--- config.mk ---
export PLATFORM = sky130hd
export DESIGN_NAME = fkl_top
export DESIGN_NICKNAME = d
export VERILOG_FILES = /design/src/inc/fkl_pkg.sv /design/src/core/fkl_key_fsm.sv /design/src/core/fkl_top.sv
export SDC_FILE = /design/constraint.sdc
export NUM_CORES = 1
export LEC_CHECK = 0
export ABC_CLOCK_PERIOD_IN_PS = 2000
export BUFFER_PORTS_ARGS = -buffer_cell sky130_fd_sc_hd__buf_2
export CAP_MARGIN = 20
export CORE_MARGIN = 3
export CORE_UTILIZATION = 40
export DETAILED_ROUTE_END_ITERATION = 16
export PLACE_DENSITY = 0.69
export SLEW_MARGIN = 20
export SYNTH_ARGS = -nofsm -noshare
export SYNTH_HDL_FRONTEND = slang
export SYNTH_SLANG_ARGS = --single-unit
--- constraint.sdc ---
create_clock -name clk_i -period 2 [get_ports clk_i]
set_input_delay 0.2 -clock clk_i [delete_from_list [all_inputs] [get_ports clk_i]]
set_output_delay 0.2 -clock clk_i [all_outputs]
set_load 0.1 [all_outputs]
--- src/inc/fkl_pkg.sv ---
// constants shared by the flash key lock control block
// assumes a byte-wide register port on the system clock
`default_nettype none

package fkl_pkg;
	// register offsets (byte addresses on the register port)
	localparam logic [7:0] FKL_KEY_OFS    = 8'hb6; // flash_key_lock
	localparam logic [7:0] FKL_TIMING_OFS = 8'hb6; // flash_read_timing
	localparam logic [7:0] FKL_SINK_OFS   = 8'he5; // dummy_write_sink
	// page select tells the two registers at the same offset apart
	localparam logic       FKL_KEY_PAGE    = 1'b0;
	localparam logic       FKL_TIMING_PAGE = 1'b1;
	// key values, in the order they must arrive
	localparam logic [7:0] FKL_KEY_FIRST  = 8'ha5;
	localparam logic [7:0] FKL_KEY_SECOND = 8'hf1;
	// field positions and reset values
	localparam int         FKL_BYPASS_BIT   = 6;
	localparam logic       FKL_BYPASS_RST   = 1'b0;
	localparam logic [7:0] FKL_RDATA_RST    = 8'h00;
	// status codes read back from the key register
	localparam logic [1:0] FKL_ST_LOCKED = 2'h0;
	localparam logic [1:0] FKL_ST_FIRST  = 2'h1;
	localparam logic [1:0] FKL_ST_OPEN   = 2'h2;
	localparam logic [1:0] FKL_ST_DEAD   = 2'h3;
	// fetches after a bypass clear; the last one is suspect
	localparam logic [1:0] FKL_HAZ_FETCHES = 2'h3;

	// one-hot key states
	typedef enum logic [3:0] {
		FKL_LOCKED = 4'h1,
		FKL_FIRST  = 4'h2,
		FKL_OPEN   = 4'h4,
		FKL_DEAD   = 4'h8
	} fkl_state_t;
endpackage

`default_nettype wire

--- src/core/fkl_key_fsm.sv ---
// key sequencer: locked, first key, unlocked, dead until reset
// assumes key writes and flash operation strobes on the same clock
`default_nettype none

module fkl_key_fsm
	import fkl_pkg::*;
(
	input  wire logic       clk_i,       // system clock
	input  wire logic       arst_n_i,    // async reset, active low
	input  wire logic       key_wr_i,    // one-cycle key register write
	input  wire logic [7:0] key_data_i,  // value written
	input  wire logic       op_start_i,  // flash write or erase attempt
	input  wire logic       op_done_i,   // flash write or erase completed
	output logic      [1:0] status_o,    // lock status code
	output logic            unlocked_o   // flash writes allowed
);
	import fkl_pkg::*;

	fkl_state_t state;       // current key state
	fkl_state_t next_state;  // state for the next edge
	logic [1:0] next_status; // status code of next_state

	// op attempt while not open beats everything: it locks out for good
	always_comb
	begin
		next_state = state;
		case (state)
			FKL_LOCKED:
			begin
				if (op_start_i)
					next_state = FKL_DEAD;
				else if (key_wr_i)
					next_state = (key_data_i == FKL_KEY_FIRST) ?
						FKL_FIRST : FKL_DEAD;
			end
			FKL_FIRST:
			begin
				if (op_start_i)
					next_state = FKL_DEAD;
				else if (key_wr_i)
					next_state = (key_data_i == FKL_KEY_SECOND) ?
						FKL_OPEN : FKL_DEAD;
			end
			FKL_OPEN:
			begin
				// any key write while open is out of order
				if (key_wr_i)
					next_state = FKL_DEAD;
				else if (op_done_i)
					next_state = FKL_LOCKED;
			end
			FKL_DEAD:
				next_state = FKL_DEAD;
			default:
				next_state = FKL_DEAD; // corrupt code: fail safe
		endcase
	end

	// status encoding of the state the machine moves to
	assign next_status = (next_state == FKL_FIRST) ? FKL_ST_FIRST :
		(next_state == FKL_OPEN) ? FKL_ST_OPEN :
		(next_state == FKL_DEAD) ? FKL_ST_DEAD : FKL_ST_LOCKED;

	// state and registered outputs; reset clears the lockout
	always_ff @(posedge clk_i or negedge arst_n_i)
	begin
		if (!arst_n_i)
		begin
			state      <= FKL_LOCKED;
			status_o   <= FKL_ST_LOCKED;
			unlocked_o <= 1'b0;
		end
		else
		begin
			state      <= next_state;
			status_o   <= next_status;
			unlocked_o <= (next_state == FKL_OPEN);
		end
	end
endmodule

`default_nettype wire

--- src/core/fkl_top.sv ---
// flash key lock control: key register, read timing select, dummy sink
// assumes a one-cycle strobe register port and flash strobes on clk_i
`default_nettype none

// Operation
// - unlock needs first key then second key
// - relock automatically after one write or erase
// - bad key or locked attempt locks until reset
// - key register read returns two-bit lock state
// - bypass clear: one-shot times flash reads
// - bypass set: system clock times flash reads
// - third fetch after bypass clear is suspect
// - dummy sink writes have no effect
module fkl_top
	import fkl_pkg::*;
(
	input  wire logic       clk_i,          // system clock
	input  wire logic       arst_n_i,       // async reset, active low
	input  wire logic [7:0] reg_addr_i,     // register address
	input  wire logic       reg_page_i,     // register page select
	input  wire logic [7:0] reg_wdata_i,    // write data
	input  wire logic       reg_wr_i,       // write strobe
	input  wire logic       reg_rd_i,       // read strobe
	output logic      [7:0] reg_rdata_o,    // read data, one cycle later
	input  wire logic       op_start_i,     // flash write/erase attempt
	input  wire logic       op_done_i,      // flash write/erase finished
	input  wire logic       fetch_i,        // one opcode byte fetched
	output logic            flash_wr_en_o,  // flash writes allowed
	output logic      [1:0] lock_status_o,  // current lock status code
	output logic            read_bypass_o,  // 1: clock times flash reads
	output logic            fetch_suspect_o // fetch now may be corrupt
);
	import fkl_pkg::*;

	// address decode shared by read and write paths
	function automatic logic reg_hit(input logic [7:0] addr,
		input logic page, input logic [7:0] ofs, input logic want_page,
		input logic use_page);
		reg_hit = (addr == ofs) && (!use_page || page == want_page);
	endfunction

	wire        key_sel;     // flash_key_lock selected
	wire        timing_sel;  // flash_read_timing selected
	wire        sink_sel;    // dummy_write_sink selected
	wire        key_wr;      // write to the key register
	wire        timing_wr;   // write to the timing register
	wire        bypass_clr;  // bypass going from set to clear
	wire [7:0]  next_rdata;  // read mux result
	wire [1:0]  key_status;  // status from the key sequencer
	wire        key_open;    // key sequencer unlocked
	logic [1:0] hz_cnt;      // fetches left until hazard window closes
	logic [1:0] next_hz;     // hazard count for the next edge

	assign key_sel    = reg_hit(reg_addr_i, reg_page_i, FKL_KEY_OFS,
		FKL_KEY_PAGE, 1'b1);
	assign timing_sel = reg_hit(reg_addr_i, reg_page_i, FKL_TIMING_OFS,
		FKL_TIMING_PAGE, 1'b1);
	// the sink answers on either page; writes land nowhere
	assign sink_sel   = reg_hit(reg_addr_i, reg_page_i, FKL_SINK_OFS,
		1'b0, 1'b0);
	assign key_wr     = reg_wr_i && key_sel;
	assign timing_wr  = reg_wr_i && timing_sel;
	// only bit 6 is kept; reserved bits are dropped, not stored
	assign bypass_clr = timing_wr && read_bypass_o &&
		!reg_wdata_i[FKL_BYPASS_BIT];

	// read mux: reserved bits, the sink and unmapped reads give zero
	assign next_rdata = key_sel ? {6'h00, key_status} :
		timing_sel ? {1'b0, read_bypass_o, 6'h00} :
		FKL_RDATA_RST;

	// key sequence and lockout live in their own machine
	fkl_key_fsm u_key
	(
		.clk_i      (clk_i),
		.arst_n_i   (arst_n_i),
		.key_wr_i   (key_wr),
		.key_data_i (reg_wdata_i),
		.op_start_i (op_start_i),
		.op_done_i  (op_done_i),
		.status_o   (key_status),
		.unlocked_o (key_open)
	);

	// hazard window: armed by a bypass clear, counted down by fetches
	always_comb
	begin
		next_hz = hz_cnt;
		if (bypass_clr)
			next_hz = FKL_HAZ_FETCHES;
		else if (fetch_i && hz_cnt != 2'h0)
			next_hz = hz_cnt - 2'h1;
	end

	// read data register, valid only the cycle after a read strobe
	always_ff @(posedge clk_i or negedge arst_n_i)
	begin
		if (!arst_n_i)
			reg_rdata_o <= FKL_RDATA_RST;
		else if (reg_rd_i)
			reg_rdata_o <= next_rdata;
		else
			reg_rdata_o <= FKL_RDATA_RST;
	end

	// read timing select: one-shot when clear, system clock when set
	always_ff @(posedge clk_i or negedge arst_n_i)
	begin
		if (!arst_n_i)
			read_bypass_o <= FKL_BYPASS_RST;
		else if (timing_wr)
			read_bypass_o <= reg_wdata_i[FKL_BYPASS_BIT];
	end

	// hazard counter and the flag marking the third fetch
	always_ff @(posedge clk_i or negedge arst_n_i)
	begin
		if (!arst_n_i)
		begin
			hz_cnt          <= 2'h0;
			fetch_suspect_o <= 1'b0;
		end
		else
		begin
			hz_cnt          <= next_hz;
			fetch_suspect_o <= (next_hz == 2'h1);
		end
	end

	// re-register sequencer outputs so top outputs are local flops
	// (costs one cycle of latency on the status pins, not on reads)
	always_ff @(posedge clk_i or negedge arst_n_i)
	begin
		if (!arst_n_i)
		begin
			flash_wr_en_o <= 1'b0;
			lock_status_o <= FKL_ST_LOCKED;
		end
		else
		begin
			flash_wr_en_o <= key_open;
			lock_status_o <= key_status;
		end
	end
endmodule

`default_nettype wire

==> impl_results.md, run 1 <==
* Post-detailed-route count of antenna-violating nets at 0
* Shortest period the worst path allows at 1677 ps
* Die height at 56.40 µm
* Antenna Cells at 0
* Clock buffers created by TritonCTS at 3
* Sum Neg Setup Slack at 0 ps
* Share of the yosys chip area belonging to registers at 0.4200
* Pwr Total at 846.0 µW
* Mean area per synthesized cell at 10.37 µm²
* Synthesized flop and latch total at 17
* Clock insertion delay at the later pin of the skew report at 290 ps
* Number of global-route vias before repair at 769
* Max-Cap Viols at 0
* Maximum vdd ir drop at 0.0005476 V
* Commonest register cell after synthesis: sky130_fd_sc_hd__dfrtp_1
* Status: finished, final reports clean
* Antenna violations before repair at 0
* Distinct cell type count of the synthesized netlist at 45
* Static power due to leakage at 0.0005220 µW
* Total wire length at 1907 µm
* Number of hold violations in the final report at 0
* Clock input transition at the sequential cells of the worst setup and hold paths at 100 ps
* Initial cell density of the core at 0.4382
* Half-perimeter wire length after placement at 1526 µm
* Most frequently used cell type in the post-synthesis netlist: sky130_fd_sc_hd__dfrtp_1
* Number of buffers added on ports at 31
* Total clock sinks at 17
* Total vias in the final route at 830
* Adder-Cell Fraction of Synth Area at 0.01232
* Standard-cell rows at 17
* Global-route usage over all layers at 0.1245
* First DRT Iteration DRCs at 13
* Deepest level of the CTS H-tree at 1
* Top area cells in the synthesized netlist: sky130_fd_sc_hd__dfrtp_1 (39%), sky130_fd_sc_hd__buf_4 (4.4%), sky130_fd_sc_hd__and4b_1 (3.9%)
* Mux share of post-synthesis cell area at 0.02094
* Layout cells sized above 1 at 0.3203
* Total congestion overflow at 0
* Post-CTS Resized at 0
* Synth top cells by count: sky130_fd_sc_hd__dfrtp_1 (16), sky130_fd_sc_hd__nand2_1 (7), sky130_fd_sc_hd__buf_4 (6), sky130_fd_sc_hd__nor2_1 (6), sky130_fd_sc_hd__nor3_1 (5)
* Die width at 56.40 µm
* Library cell with the largest summed area after synthesis: sky130_fd_sc_hd__dfrtp_1
* Number of nets at the end of the flow at 154
* Placed Instances at 151
* Fraction of post-synthesis cell area in the top cell type by area at 0.3941
* Number of hold buffers added after cts at 1
* Routability Congestion at 0.7835
* Library cell used as clock root buffer: sky130_fd_sc_hd__clkbuf_4
* TritonCTS clock tree: yes
* Number of optimization iterations in the first detailed-route pass at 4
* Buffer count from post-CTS setup fixing at 0
* Number of pins with negative max-slew slack in the final report at 0
* Share of the clock period used by the worst path after layout at 0.8387
* Largest family of logic cells by synthesized area: simple AND/OR/NAND/NOR gates
* Class of the worst hold path: in2reg
* Vias per Instance at 5.321
* Count of warnings emitted by yosys at 0
* Post-synthesis share of cell area spent on xor and xnor gates at 0.01724
* Routed WL per cell at 12.22 µm
* Number of enable-type register cells in the synthesized netlist at 0
* Wire length of the first global-routing pass at 3201 µm
* Total die area at 3180 µm²
* Data arrival time at the worst-slack endpoint at 1850 ps
* Final setup violation count at 0
* Ys async rst share at 1.000
* Maximum number of pins on one net before global-route repair at 18
* Kind of critical path: reg2reg
* Count of placed standard cells in the final layout, fillers left out at 156
* Critical path data required time at 2170 ps
* Synthesized-area fraction occupied by and/or/nand/nor cells at 0.3190
* Placeable Area at 2318 µm²
* Summed instance area of the synthesized netlist at 1016 µm²
* CTS max path bufs at 2
* Gate Count Post-Synth at 98
* Fmax achieved at 596.1 MHz
* Worst-path fanout max at 12
* Setup crit end kind: register
* Utilization after layout at 0.5062
* Clock Skews at 7.798 ps
* P per Cell Area at 720.8 nW/µm²
* Unrepaired setup endpoints after global routing: false
* Post-synthesis compound-gate area fraction at 0.1133
* Synth-to-layout area growth at 15.52%
* Startpoint Class: register
* Number of remaining DRC errors at 0
* Top-Level Pins at 37
per-layer routing:
layer,track usage,part of all wire,vias up
li1,-,-,410
met1,0.1695,0.45,381
met2,0.2003,0.46,39
met3,0.03448,0.087,0
met4,0.02034,0,0
met5,0,0,-
sequential cells by signal, indices dropped and copies added (netlist names):
register,flops
fetch_suspect_o,1
flash_wr_en_o,1
hz_cnt,2
lock_status_o,2
read_bypass_o,1
reg_rdata_o,3
u_key.state,4
u_key.status_o,2
u_key.unlocked_o,1
final cells by class:
type,instances,area [µm²]
timing repair buffer,32,165.2
tap,28,35.03
inverter,3,11.26
sequential,17,426.7
clock buffer,4,26.28
fill,228,1145
multi-input combinational,72,509.2
cell families after synthesis:
| group | Yosys count |
|---|---|
| and+or+nand+nor | 47 |
| DFF | 17 |
| AOI/OAI and AO/OA | 15 |
| buffers and inverters | 13 |
| xor gates and xnor gates | 2 |
| muxes | 2 |
| adders and majority gates | 1 |
| other | 1 |
cell usage in the layout, fill, tap and decap left out, types with 4 or more instances in the layout:
master                    count
sky130_fd_sc_hd__buf_2       31
sky130_fd_sc_hd__dfrtp_1     16
sky130_fd_sc_hd__nand2_1      7
sky130_fd_sc_hd__nor2_1       6
sky130_fd_sc_hd__nor3_1       5
sky130_fd_sc_hd__conb_1       5
sky130_fd_sc_hd__a21oi_1      4
sky130_fd_sc_hd__and4b_1      4
sky130_fd_sc_hd__nand3_1      4
stage by stage:
stage | instance area, µm² | setup WS (ps) | hold WS, ps
detailed placement | 1137 | 360.6 | 145.3
global placement | 1137 | 396.1 | 138.3
global route | 1174 | 198.1 | 136.7
floorplan | 1031 | 229.6 | -95.59
finish | 1174 | 322.5 | 142.3
CTS | 1174 | 333.9 | 138.0
path summary, 6_finish.rpt:
| kind | to | slack, ps | startpoint | depth (start not counted) |
|---|---|---|---|---|
| setup / recovery | u_key.status_o[1] | 320 | u_key.state[0] | 4 |
| hold / removal | reg_rdata_o[6] | 140 | reg_rd_i | 3 |
| setup reg to reg | u_key.status_o[1] | 320 | u_key.state[0] | 4 |
| hold reg to reg | flash_wr_en_o | 370 | u_key.unlocked_o | 0 |
| max in group asynchronous | u_key.state[0] | 1340 | arst_n_i | 2 |
| min in group asynchronous | reg_rdata_o[0] | 350 | arst_n_i | 2 |
critical path, stage by stage (launching register included):
cell and delay [ps]:
sky130_fd_sc_hd__dfstp_2 680, sky130_fd_sc_hd__nor4b_1 360, sky130_fd_sc_hd__nor3_1 110, sky130_fd_sc_hd__or3_1 310, sky130_fd_sc_hd__o31a_1 110
power breakdown:
group | internal, µW | total [µW] | switching [µW]
registers | 374 | 388 | 14.0
clock network | 77.4 | 185 | 107
logic | 85.6 | 273 | 188
No activity file was read; power rests on OpenSTA's default activity.
==> inputs of run 2 (changes only) <==
--- a/config.mk
+++ b/config.mk
@@ -5,13 +5,13 @@
 export SDC_FILE = /design/constraint.sdc
 export NUM_CORES = 1
 export LEC_CHECK = 0
-export ABC_CLOCK_PERIOD_IN_PS = 2000
+export ABC_CLOCK_PERIOD_IN_PS = 1300
 export BUFFER_PORTS_ARGS = -buffer_cell sky130_fd_sc_hd__buf_2
 export CAP_MARGIN = 20
 export CORE_MARGIN = 3
 export CORE_UTILIZATION = 40
 export DETAILED_ROUTE_END_ITERATION = 16
-export PLACE_DENSITY = 0.69
+export PLACE_DENSITY = 0.71
 export SLEW_MARGIN = 20
 export SYNTH_ARGS = -nofsm -noshare
 export SYNTH_HDL_FRONTEND = slang
==> constraint.sdc (replaced) <==
create_clock -name clk_i -period 1.3 [get_ports clk_i]
set_input_delay 0.13 -clock clk_i [delete_from_list [all_inputs] [get_ports clk_i]]
set_output_delay 0.13 -clock clk_i [all_outputs]
set_load 0.1 [all_outputs]
==> run 2 against run 1 <==
  * First-iteration DRC count up 46%
  * Core utilization up 13 points
  * Critical path depth up 1
  * Wire length up 38%
  * Die area unchanged
  * Clock power up 68%
  * The run now ends with negative setup slack left
  * Hold slack worse by 100 ps
  * Critical endpoint unchanged
  * Worst setup slack worse by 510 ps
  * Clock skew down 4.2 ps
  * Sequential share of layout area down 7.2 points
  * Register-to-register slack worse by 510 ps
  * Design area up 26%
==> impl_results.md, run 2 (same netlist as run 1, synthesis figures left out) <==
* Clock Skews at 3.600 ps (was 7.798 ps)
* Hold Path Origin: reg_rd_i (unchanged)
* TritonCTS clock tree: yes (unchanged)
* Number of remaining DRC errors at 0 (unchanged)
* Number of nets at the end of the flow at 178 (was 154)
* Final setup violation count at 7 (was 0)
* Deepest level of the CTS H-tree at 1 (unchanged)
* Number of global-route vias before repair at 950 (was 769)
* Post-detailed-route count of antenna-violating nets at 0 (unchanged)
* Worst r2r src: u_key.state[0] (unchanged)
* Shortest period the worst path allows at 1484 ps (was 1677 ps)
* Setup crit end kind: register (unchanged)
* Clock input transition at the sequential cells of the worst setup and hold paths at 110 ps (was 100 ps)
* Number of hold violations in the final report at 0 (unchanged)
* Routability Congestion at 0.8283 (was 0.7835)
* Max-Cap Viols at 0 (unchanged)
* Total clock sinks at 17 (unchanged)
* Maximum vdd ir drop at 0.001036 V (was 0.0005476 V)
* Cells along the critical path: buf_4 -> nand2b_1 -> nor3_2 -> nand2_1 -> o31a_1 (was nor4b_1 -> nor3_1 -> or3_1 -> o31a_1)
* Die height at 56.40 µm (unchanged)
* Total vias in the final route at 984 (was 830)
* Class of the worst hold path: in2reg (unchanged)
* Largest reg by FF count: u_key.state (unchanged)
* Crit path largest cell delay at 650 ps (was 680 ps)
* Clock insertion delay at the later pin of the skew report at 300 ps (was 290 ps)
* Total die area at 3180 µm² (unchanged)
* Clock buffers created by TritonCTS at 3 (unchanged)
* Synth-to-layout area growth at 45.94% (was 15.52%)
* Wire length of the first global-routing pass at 4091 µm (was 3201 µm)
* Depth of the worst register-to-register path at 5 (was 4)
* Worst-path fanout max at 7 (was 12)
* Layout cells sized above 1 at 0.5592 (was 0.3203)
* Routed WL per cell at 14.63 µm (was 12.22 µm)
* Maximum number of pins on one net before global-route repair at 18 (unchanged)
* Hold WS at 38.70 ps (was 142.3 ps)
* Fmax achieved at 674.0 MHz (was 596.1 MHz)
* Static power due to leakage at 0.0006484 µW (was 0.0005220 µW)
* Post-route met1 wirelength at 1056 µm (was 860 µm)
* Count of fill cells added during filler insertion at 181 (was 228)
* Area taken by flip-flops and latches at 432.9 µm² (was 426.7 µm²)
* Critical path launch point: u_key.state[0] (unchanged)
* Hold worst-path end: reg_rdata_o[6] (unchanged)
* Die width at 56.40 µm (unchanged)
* Total congestion overflow at 0 (unchanged)
* Worst reg2reg endpoint: u_key.status_o[1] (unchanged)
* CP max-delay cell: sky130_fd_sc_hd__dfstp_2 (unchanged)
* Top routing layer in use: met4 (was met3)
* Kind of critical path: reg2reg (unchanged)
* Data arrival time at the worst-slack endpoint at 1680 ps (was 1850 ps)
* Half-perimeter wire length after placement at 1826 µm (was 1526 µm)
* First DRT Iteration DRCs at 19 (was 13)
* Critical path data required time at 1500 ps (was 2170 ps)
* Antenna Cells at 0 (unchanged)
* Setup WS post-layout at -183.7 ps (was 322.5 ps)
* Top-Level Pins at 37 (unchanged)
* P per Cell Area at 1028 nW/µm² (was 720.8 nW/µm²)
* Antenna violations before repair at 0 (unchanged)
* Total wire length at 2633 µm (was 1907 µm)
* Unrepaired setup endpoints after global routing: true (was false)
* Number of pins with negative max-slew slack in the final report at 0 (unchanged)
* Routed wl met3 at 212 µm (was 166 µm)
* Number of optimization iterations in the first detailed-route pass at 4 (unchanged)
* Routed wl met2 at 1258 µm (was 879 µm)
* Regs by FF count: u_key.state x4, reg_rdata_o x3 (unchanged)
* Standard-cell rows at 17 (unchanged)
* Most common cell after layout, fill and taps aside: sky130_fd_sc_hd__buf_2 (unchanged)
* Status: finished, violations left (was finished, final reports clean)
* CTS max path bufs at 2 (unchanged)
* Library cell used as clock root buffer: sky130_fd_sc_hd__clkbuf_4 (unchanged)
* Violated checks: negative setup slack
* Global-route usage over all layers at 0.1636 (was 0.1245)
* Startpoint Class: register (unchanged)
* R2r setup slk at -180 ps (was 320 ps)
* Largest register FFs at 4 (unchanged)
* Commonest cells after routing, fill and taps aside: sky130_fd_sc_hd__buf_2 (31), sky130_fd_sc_hd__buf_4 (21), sky130_fd_sc_hd__dfrtp_1 (13), sky130_fd_sc_hd__nand2_1 (7) (was sky130_fd_sc_hd__buf_2 (31), sky130_fd_sc_hd__dfrtp_1 (16), sky130_fd_sc_hd__nand2_1 (7), sky130_fd_sc_hd__nor2_1 (6))
* Initial cell density of the core at 0.4382 (unchanged)
* Vias per Instance at 5.467 (was 5.321)
* Share of the clock period used by the worst path after layout at 1.141 (was 0.8387)
* Hold depth at 3 (unchanged)
* Number of buffers added on ports at 31 (unchanged)
* Sum Neg Setup Slack at -786.7 ps (was 0 ps)
* Multi-input combinational cell area at 620.6 µm² (was 509.2 µm²)
* Placeable Area at 2318 µm² (unchanged)
==> run 2: cell count changes in the layout (fill, tap and decap cells not counted), sizes merged <==
cell,before,now
buf,31,54
clkinvlp,0,1
==> run 2: cell type report <==
type,count,share of cell area
Multi-Input combinational cell,72,0.4186
Sequential cell,17,0.2920
Timing Repair Buffer,56,0.2380
Tap cell,28,0.02363
Clock buffer,3,0.01519
Inverter,3,0.007595
Clock inverter,1,0.005063
==> run 2: layer usage <==
metal | vias up | track usage
li1 | 460 | -
met3 | 12 | 0.02529
met1 | 463 | 0.1974
met4 | 0 | 0.08475
met5 | - | 0
met2 | 49 | 0.2788
==> run 2: through the flow <==
stage                     cells  setup WS (ps)  utilization  power [µW]  area, µm²
after floorplan             102         -79.26            -       953.8       1052
after global placement      171         -136.4       0.5629        1087       1305
after detailed placement    171         -213.9       0.5629        1105       1305
after CTS                   180         -148.3       0.6147        1504       1425
after global routing        180         -244.5       0.6395        1604       1483
final                       180         -183.7       0.6395        1524       1483
==> run 2: critical path: cells and delay by family (launching register included) <==
kind / cells / cell delay, ps
compound gates: 1 / 240
flops: 1 / 650
buf+inv: 1 / 150
simple gates: 3 / 340
==> run 2: worst max-delay path by stage <==
stage / to / slack, ps / depth (start not counted)
floorplan: fetch_suspect_o / -80 / 3
global placement: u_key.state[0] / -140 / 4
detailed placement: u_key.state[0] / -210 / 4
CTS: u_key.status_o[1] / -150 / 5
global route: u_key.status_o[1] / -240 / 5
finish: u_key.status_o[1] / -180 / 5
==> run 2: timing repair <==
item                                    4_1_cts  5_1_grt
hold buffers                                  1        0
pin swaps                                     4        6
endpoints found under the hold margin        16        0
buffers inserted                              4        0
endpoints found under the setup margin        8        9
gates cloned                                  0        0
resized for setup                            14       11
==> run 2: power by group <==
part,switching (µW),internal (µW)
sequential,24.8,576
clock,193,117
combinational,342,270
==> inputs of run 3 (changes only) <==
--- a/config.mk
+++ b/config.mk
@@ -7,11 +7,11 @@
 export LEC_CHECK = 0
 export ABC_CLOCK_PERIOD_IN_PS = 1300
 export BUFFER_PORTS_ARGS = -buffer_cell sky130_fd_sc_hd__buf_2
-export CAP_MARGIN = 20
 export CORE_MARGIN = 3
 export CORE_UTILIZATION = 40
 export DETAILED_ROUTE_END_ITERATION = 16
-export PLACE_DENSITY = 0.71
+export PLACE_DENSITY = 0.74
+export RECOVER_POWER = 100
 export SLEW_MARGIN = 20
 export SYNTH_ARGS = -nofsm -noshare
 export SYNTH_HDL_FRONTEND = slang
==> run 3 against run 2 <==
  * Critical endpoint unchanged
  * Hold slack improved by 26 ps
  * Critical path depth fell by 1
  * Non-clock buffer count decreased by 3
  * Via count down 3.3%
  * Design area down 4.9%
  * Total power increased by 4.5%
  * Combinational power rose by 16%
  * First-iteration DRC count fell by 16%
  * Highest routed layer unchanged
  * The flow still finishes with violations (negative setup slack)
  * Sequential cell count unchanged
  * Register-to-register slack is essentially flat
  * Sequential share of layout area grew 1.5 points
  * Fmax grew 0.34%
==> impl_results.md, run 3 (same netlist as run 1, synthesis figures left out) <==
* P per Cell Area at 1129 nW/µm² (was 1028 nW/µm²)
* Crit path largest cell delay at 610 ps (was 650 ps)
* Largest register FFs at 4 (unchanged)
* Antenna Cells at 0 (unchanged)
* Number of optimization iterations in the first detailed-route pass at 5 (was 4)
* Global-route usage over all layers at 0.1689 (was 0.1636)
* CP max-delay cell: sky130_fd_sc_hd__dfstp_2 (unchanged)
* Measured slew at the worst slew-check pin at 917.0 ps
* Shortest period the worst path allows at 1479 ps (was 1484 ps)
* Area taken by flip-flops and latches at 432.9 µm² (unchanged)
* Count of fill cells added during filler insertion at 199 (was 181)
* Layout Cell Area excl Fill at 1410 µm² (was 1483 µm²)
* Worst-path fanout max at 5 (was 7)
* Unrepaired setup endpoints after global routing: true (unchanged)
* Clock Skews at 1.557 ps (was 3.600 ps)
* Critical path data required time at 1490 ps (was 1500 ps)
* Clock insertion delay at the later pin of the skew report at 290 ps (was 300 ps)
* Vias per Instance at 5.379 (was 5.467)
* Total wire length at 2482 µm (was 2633 µm)
* Routability Congestion at 0.8151 (was 0.8283)
* Post-detailed-route count of antenna-violating nets at 0 (unchanged)
* Maximum vdd ir drop at 0.0008753 V (was 0.001036 V)
* Psw at 574.2 µW (was 560.4 µW)
* Status: finished, violations left (unchanged)
* CTS max path bufs at 2 (unchanged)
* First DRT Iteration DRCs at 16 (was 19)
* Met3 capacity usage during global routing at 0.02989 (was 0.02529)
* Synth-to-layout area growth at 38.79% (was 45.94%)
* Power share of the clock group at 0.178 (was 0.204)
* Number of remaining DRC errors at 0 (unchanged)
* Max-Cap Viols at 0 (unchanged)
* Deepest level of the CTS H-tree at 1 (unchanged)
* Setup crit end kind: register (unchanged)
* Total congestion overflow at 0 (unchanged)
* Placed Instances at 167 (was 171)
* Setup WS post-layout at -178.6 ps (was -183.7 ps)
* Largest reg by FF count: u_key.state (unchanged)
* Layout cells sized above 1 at 0.4899 (was 0.5592)
* Clock buffers created by TritonCTS at 3 (unchanged)
* Standard-cell rows at 17 (unchanged)
* Die height at 56.40 µm (unchanged)
* Met2 routing resource usage after global routing at 0.2972 (was 0.2788)
* Antenna violations before repair at 0 (unchanged)
* Sequential Power Share at 0.377 (was 0.394)
* Library cell used as clock root buffer: sky130_fd_sc_hd__clkbuf_4 (unchanged)
* Post-placement cell area at 1275 µm² (was 1305 µm²)
* Total vias in the final route at 952 (was 984)
* Fraction of power spent switching nets at 0.3608 (was 0.3678)
* Most common cell after layout, fill and taps aside: sky130_fd_sc_hd__buf_2 (unchanged)
* Final setup violation count at 8 (was 7)
* Internal power summed over all cells at 1018 µW (was 963.2 µW)
* Number of hold violations in the final report at 0 (unchanged)
* Fmax achieved at 676.3 MHz (was 674.0 MHz)
* Number of nets at the end of the flow at 175 (was 178)
* Routed WL per cell at 14.02 µm (was 14.63 µm)
* Static power due to leakage at 0.0006333 µW (was 0.0006484 µW)
* Data arrival time at the worst-slack endpoint at 1670 ps (was 1680 ps)
* Violated checks: negative setup slack (unchanged)
* Share of the clock period used by the worst path after layout at 1.137 (was 1.141)
* Maximum number of pins on one net before global-route repair at 18 (unchanged)
* Busiest layer in global routing: met2 (unchanged)
* Class of the worst hold path: in2reg (unchanged)
* Total die area at 3180 µm² (unchanged)
* Initial cell density of the core at 0.4382 (unchanged)
* Die width at 56.40 µm (unchanged)
* Clock input transition at the sequential cells of the worst setup and hold paths at 90 ps (was 110 ps)
* Worst Setup Slack post-DPL at -179.1 ps (was -213.9 ps)
* Multi-input combinational cell area at 570.5 µm² (was 620.6 µm²)
* Met1 layer usage reported by global route at 0.2031 (was 0.1974)
* Startpoint Class: register (unchanged)
* Commonest cells after routing, fill and taps aside: sky130_fd_sc_hd__buf_2 (23), sky130_fd_sc_hd__buf_4 (19), sky130_fd_sc_hd__dfrtp_1 (13), sky130_fd_sc_hd__nand2_1 (7), sky130_fd_sc_hd__clkbuf_2 (7) (was sky130_fd_sc_hd__buf_2 (31), sky130_fd_sc_hd__buf_4 (21), sky130_fd_sc_hd__dfrtp_1 (13), sky130_fd_sc_hd__nand2_1 (7))
* Half-perimeter wire length after placement at 1817 µm (was 1826 µm)
* Delay-heaviest family, CP: simple AND/OR/NAND/NOR gates (was flip-flops)
* Regs by FF count: u_key.state x4, reg_rdata_o x3 (unchanged)
* Kind of critical path: reg2reg (unchanged)
* Total clock sinks at 17 (unchanged)
* Count of buffering cells on the critical path with inverters included at 0 (was 1)
* Top-Level Pins at 37 (unchanged)
* Utilization after layout at 0.6082 (was 0.6395)
* Wire length of the first global-routing pass at 4298 µm (was 4091 µm)
* Worst slew margin relative to its limit at 0.3886
* Combinational group share of total power at 0.445 (was 0.402)
* Number of global-route vias before repair at 988 (was 950)
* Placeable Area at 2318 µm² (unchanged)
* Count of placed standard cells in the final layout, fillers left out at 177 (was 180)
* Number of pins with negative max-slew slack in the final report at 0 (unchanged)
* TritonCTS clock tree: yes (unchanged)
* Cells along the critical path: nor4b_4 -> nor3_2 -> or3_1 -> o31a_1 (was buf_4 -> nand2b_1 -> nor3_2 -> nand2_1 -> o31a_1)
* Number of buffers added on ports at 31 (unchanged)
## run 3: tightest hold or removal path, delay by kind of cell
kind	cells	cell delay (ps)
buffers and inverters	2	160
AND/OR/NAND/NOR	1	40
## run 3: layer usage
| metal | part of all wire | vias up |
|---|---|---|
| met5 | 0 | - |
| met4 | 0.023 | 0 |
| met3 | 0.073 | 7 |
| met2 | 0.51 | 40 |
| met1 | 0.40 | 450 |
| li1 | - | 455 |
## run 3: power groups by stage
stage,combinational (µW),clock (µW),sequential (µW)
global placement,479,0,603
floorplan,249,0,704
finish,708,284,600
global route,766,309,605
CTS,654,289,600
detailed placement,504,0,605
## run 3: final timing paths
path                             startpoint                 to  slack (ps)  depth (start not counted)
setup / recovery             u_key.state[0]  u_key.status_o[1]        -180                          4
hold / removal                     reg_rd_i     reg_rdata_o[6]          60                          3
setup reg to reg             u_key.state[0]  u_key.status_o[1]        -180                          4
hold reg to reg            u_key.unlocked_o      flash_wr_en_o         360                          0
max in group asynchronous          arst_n_i      read_bypass_o         170                          2
min in group asynchronous          arst_n_i   lock_status_o[1]         470                          2
## run 3: stage by stage
step                      total power (µW)  hold slack [ps]  TNS (ps)
after floorplan                      953.8           -165.6    -122.6
after global placement                1082            66.64    -728.8
after detailed placement              1109            74.52    -926.3
after CTS                             1543            62.41    -730.9
after global routing                  1681            77.40     -1277
final                                 1592            64.29    -653.3
## run 3: area by class of cell
class | count | area share
clock buffer | 4 | 0.01863
inverter | 3 | 0.007986
multi-input combinational | 72 | 0.4046
sequential | 17 | 0.3070
tap | 28 | 0.02484
timing repair buffer | 53 | 0.2369
## run 3: timing repair
item                                    4_1_cts  5_1_grt
pin swaps                                     4        5
endpoints found under the setup margin        8        9
buffers inserted                              4        1
hold buffers                                  1        0
endpoints found under the hold margin        16        0
resized for setup                            11        2
cloned                                        0        0
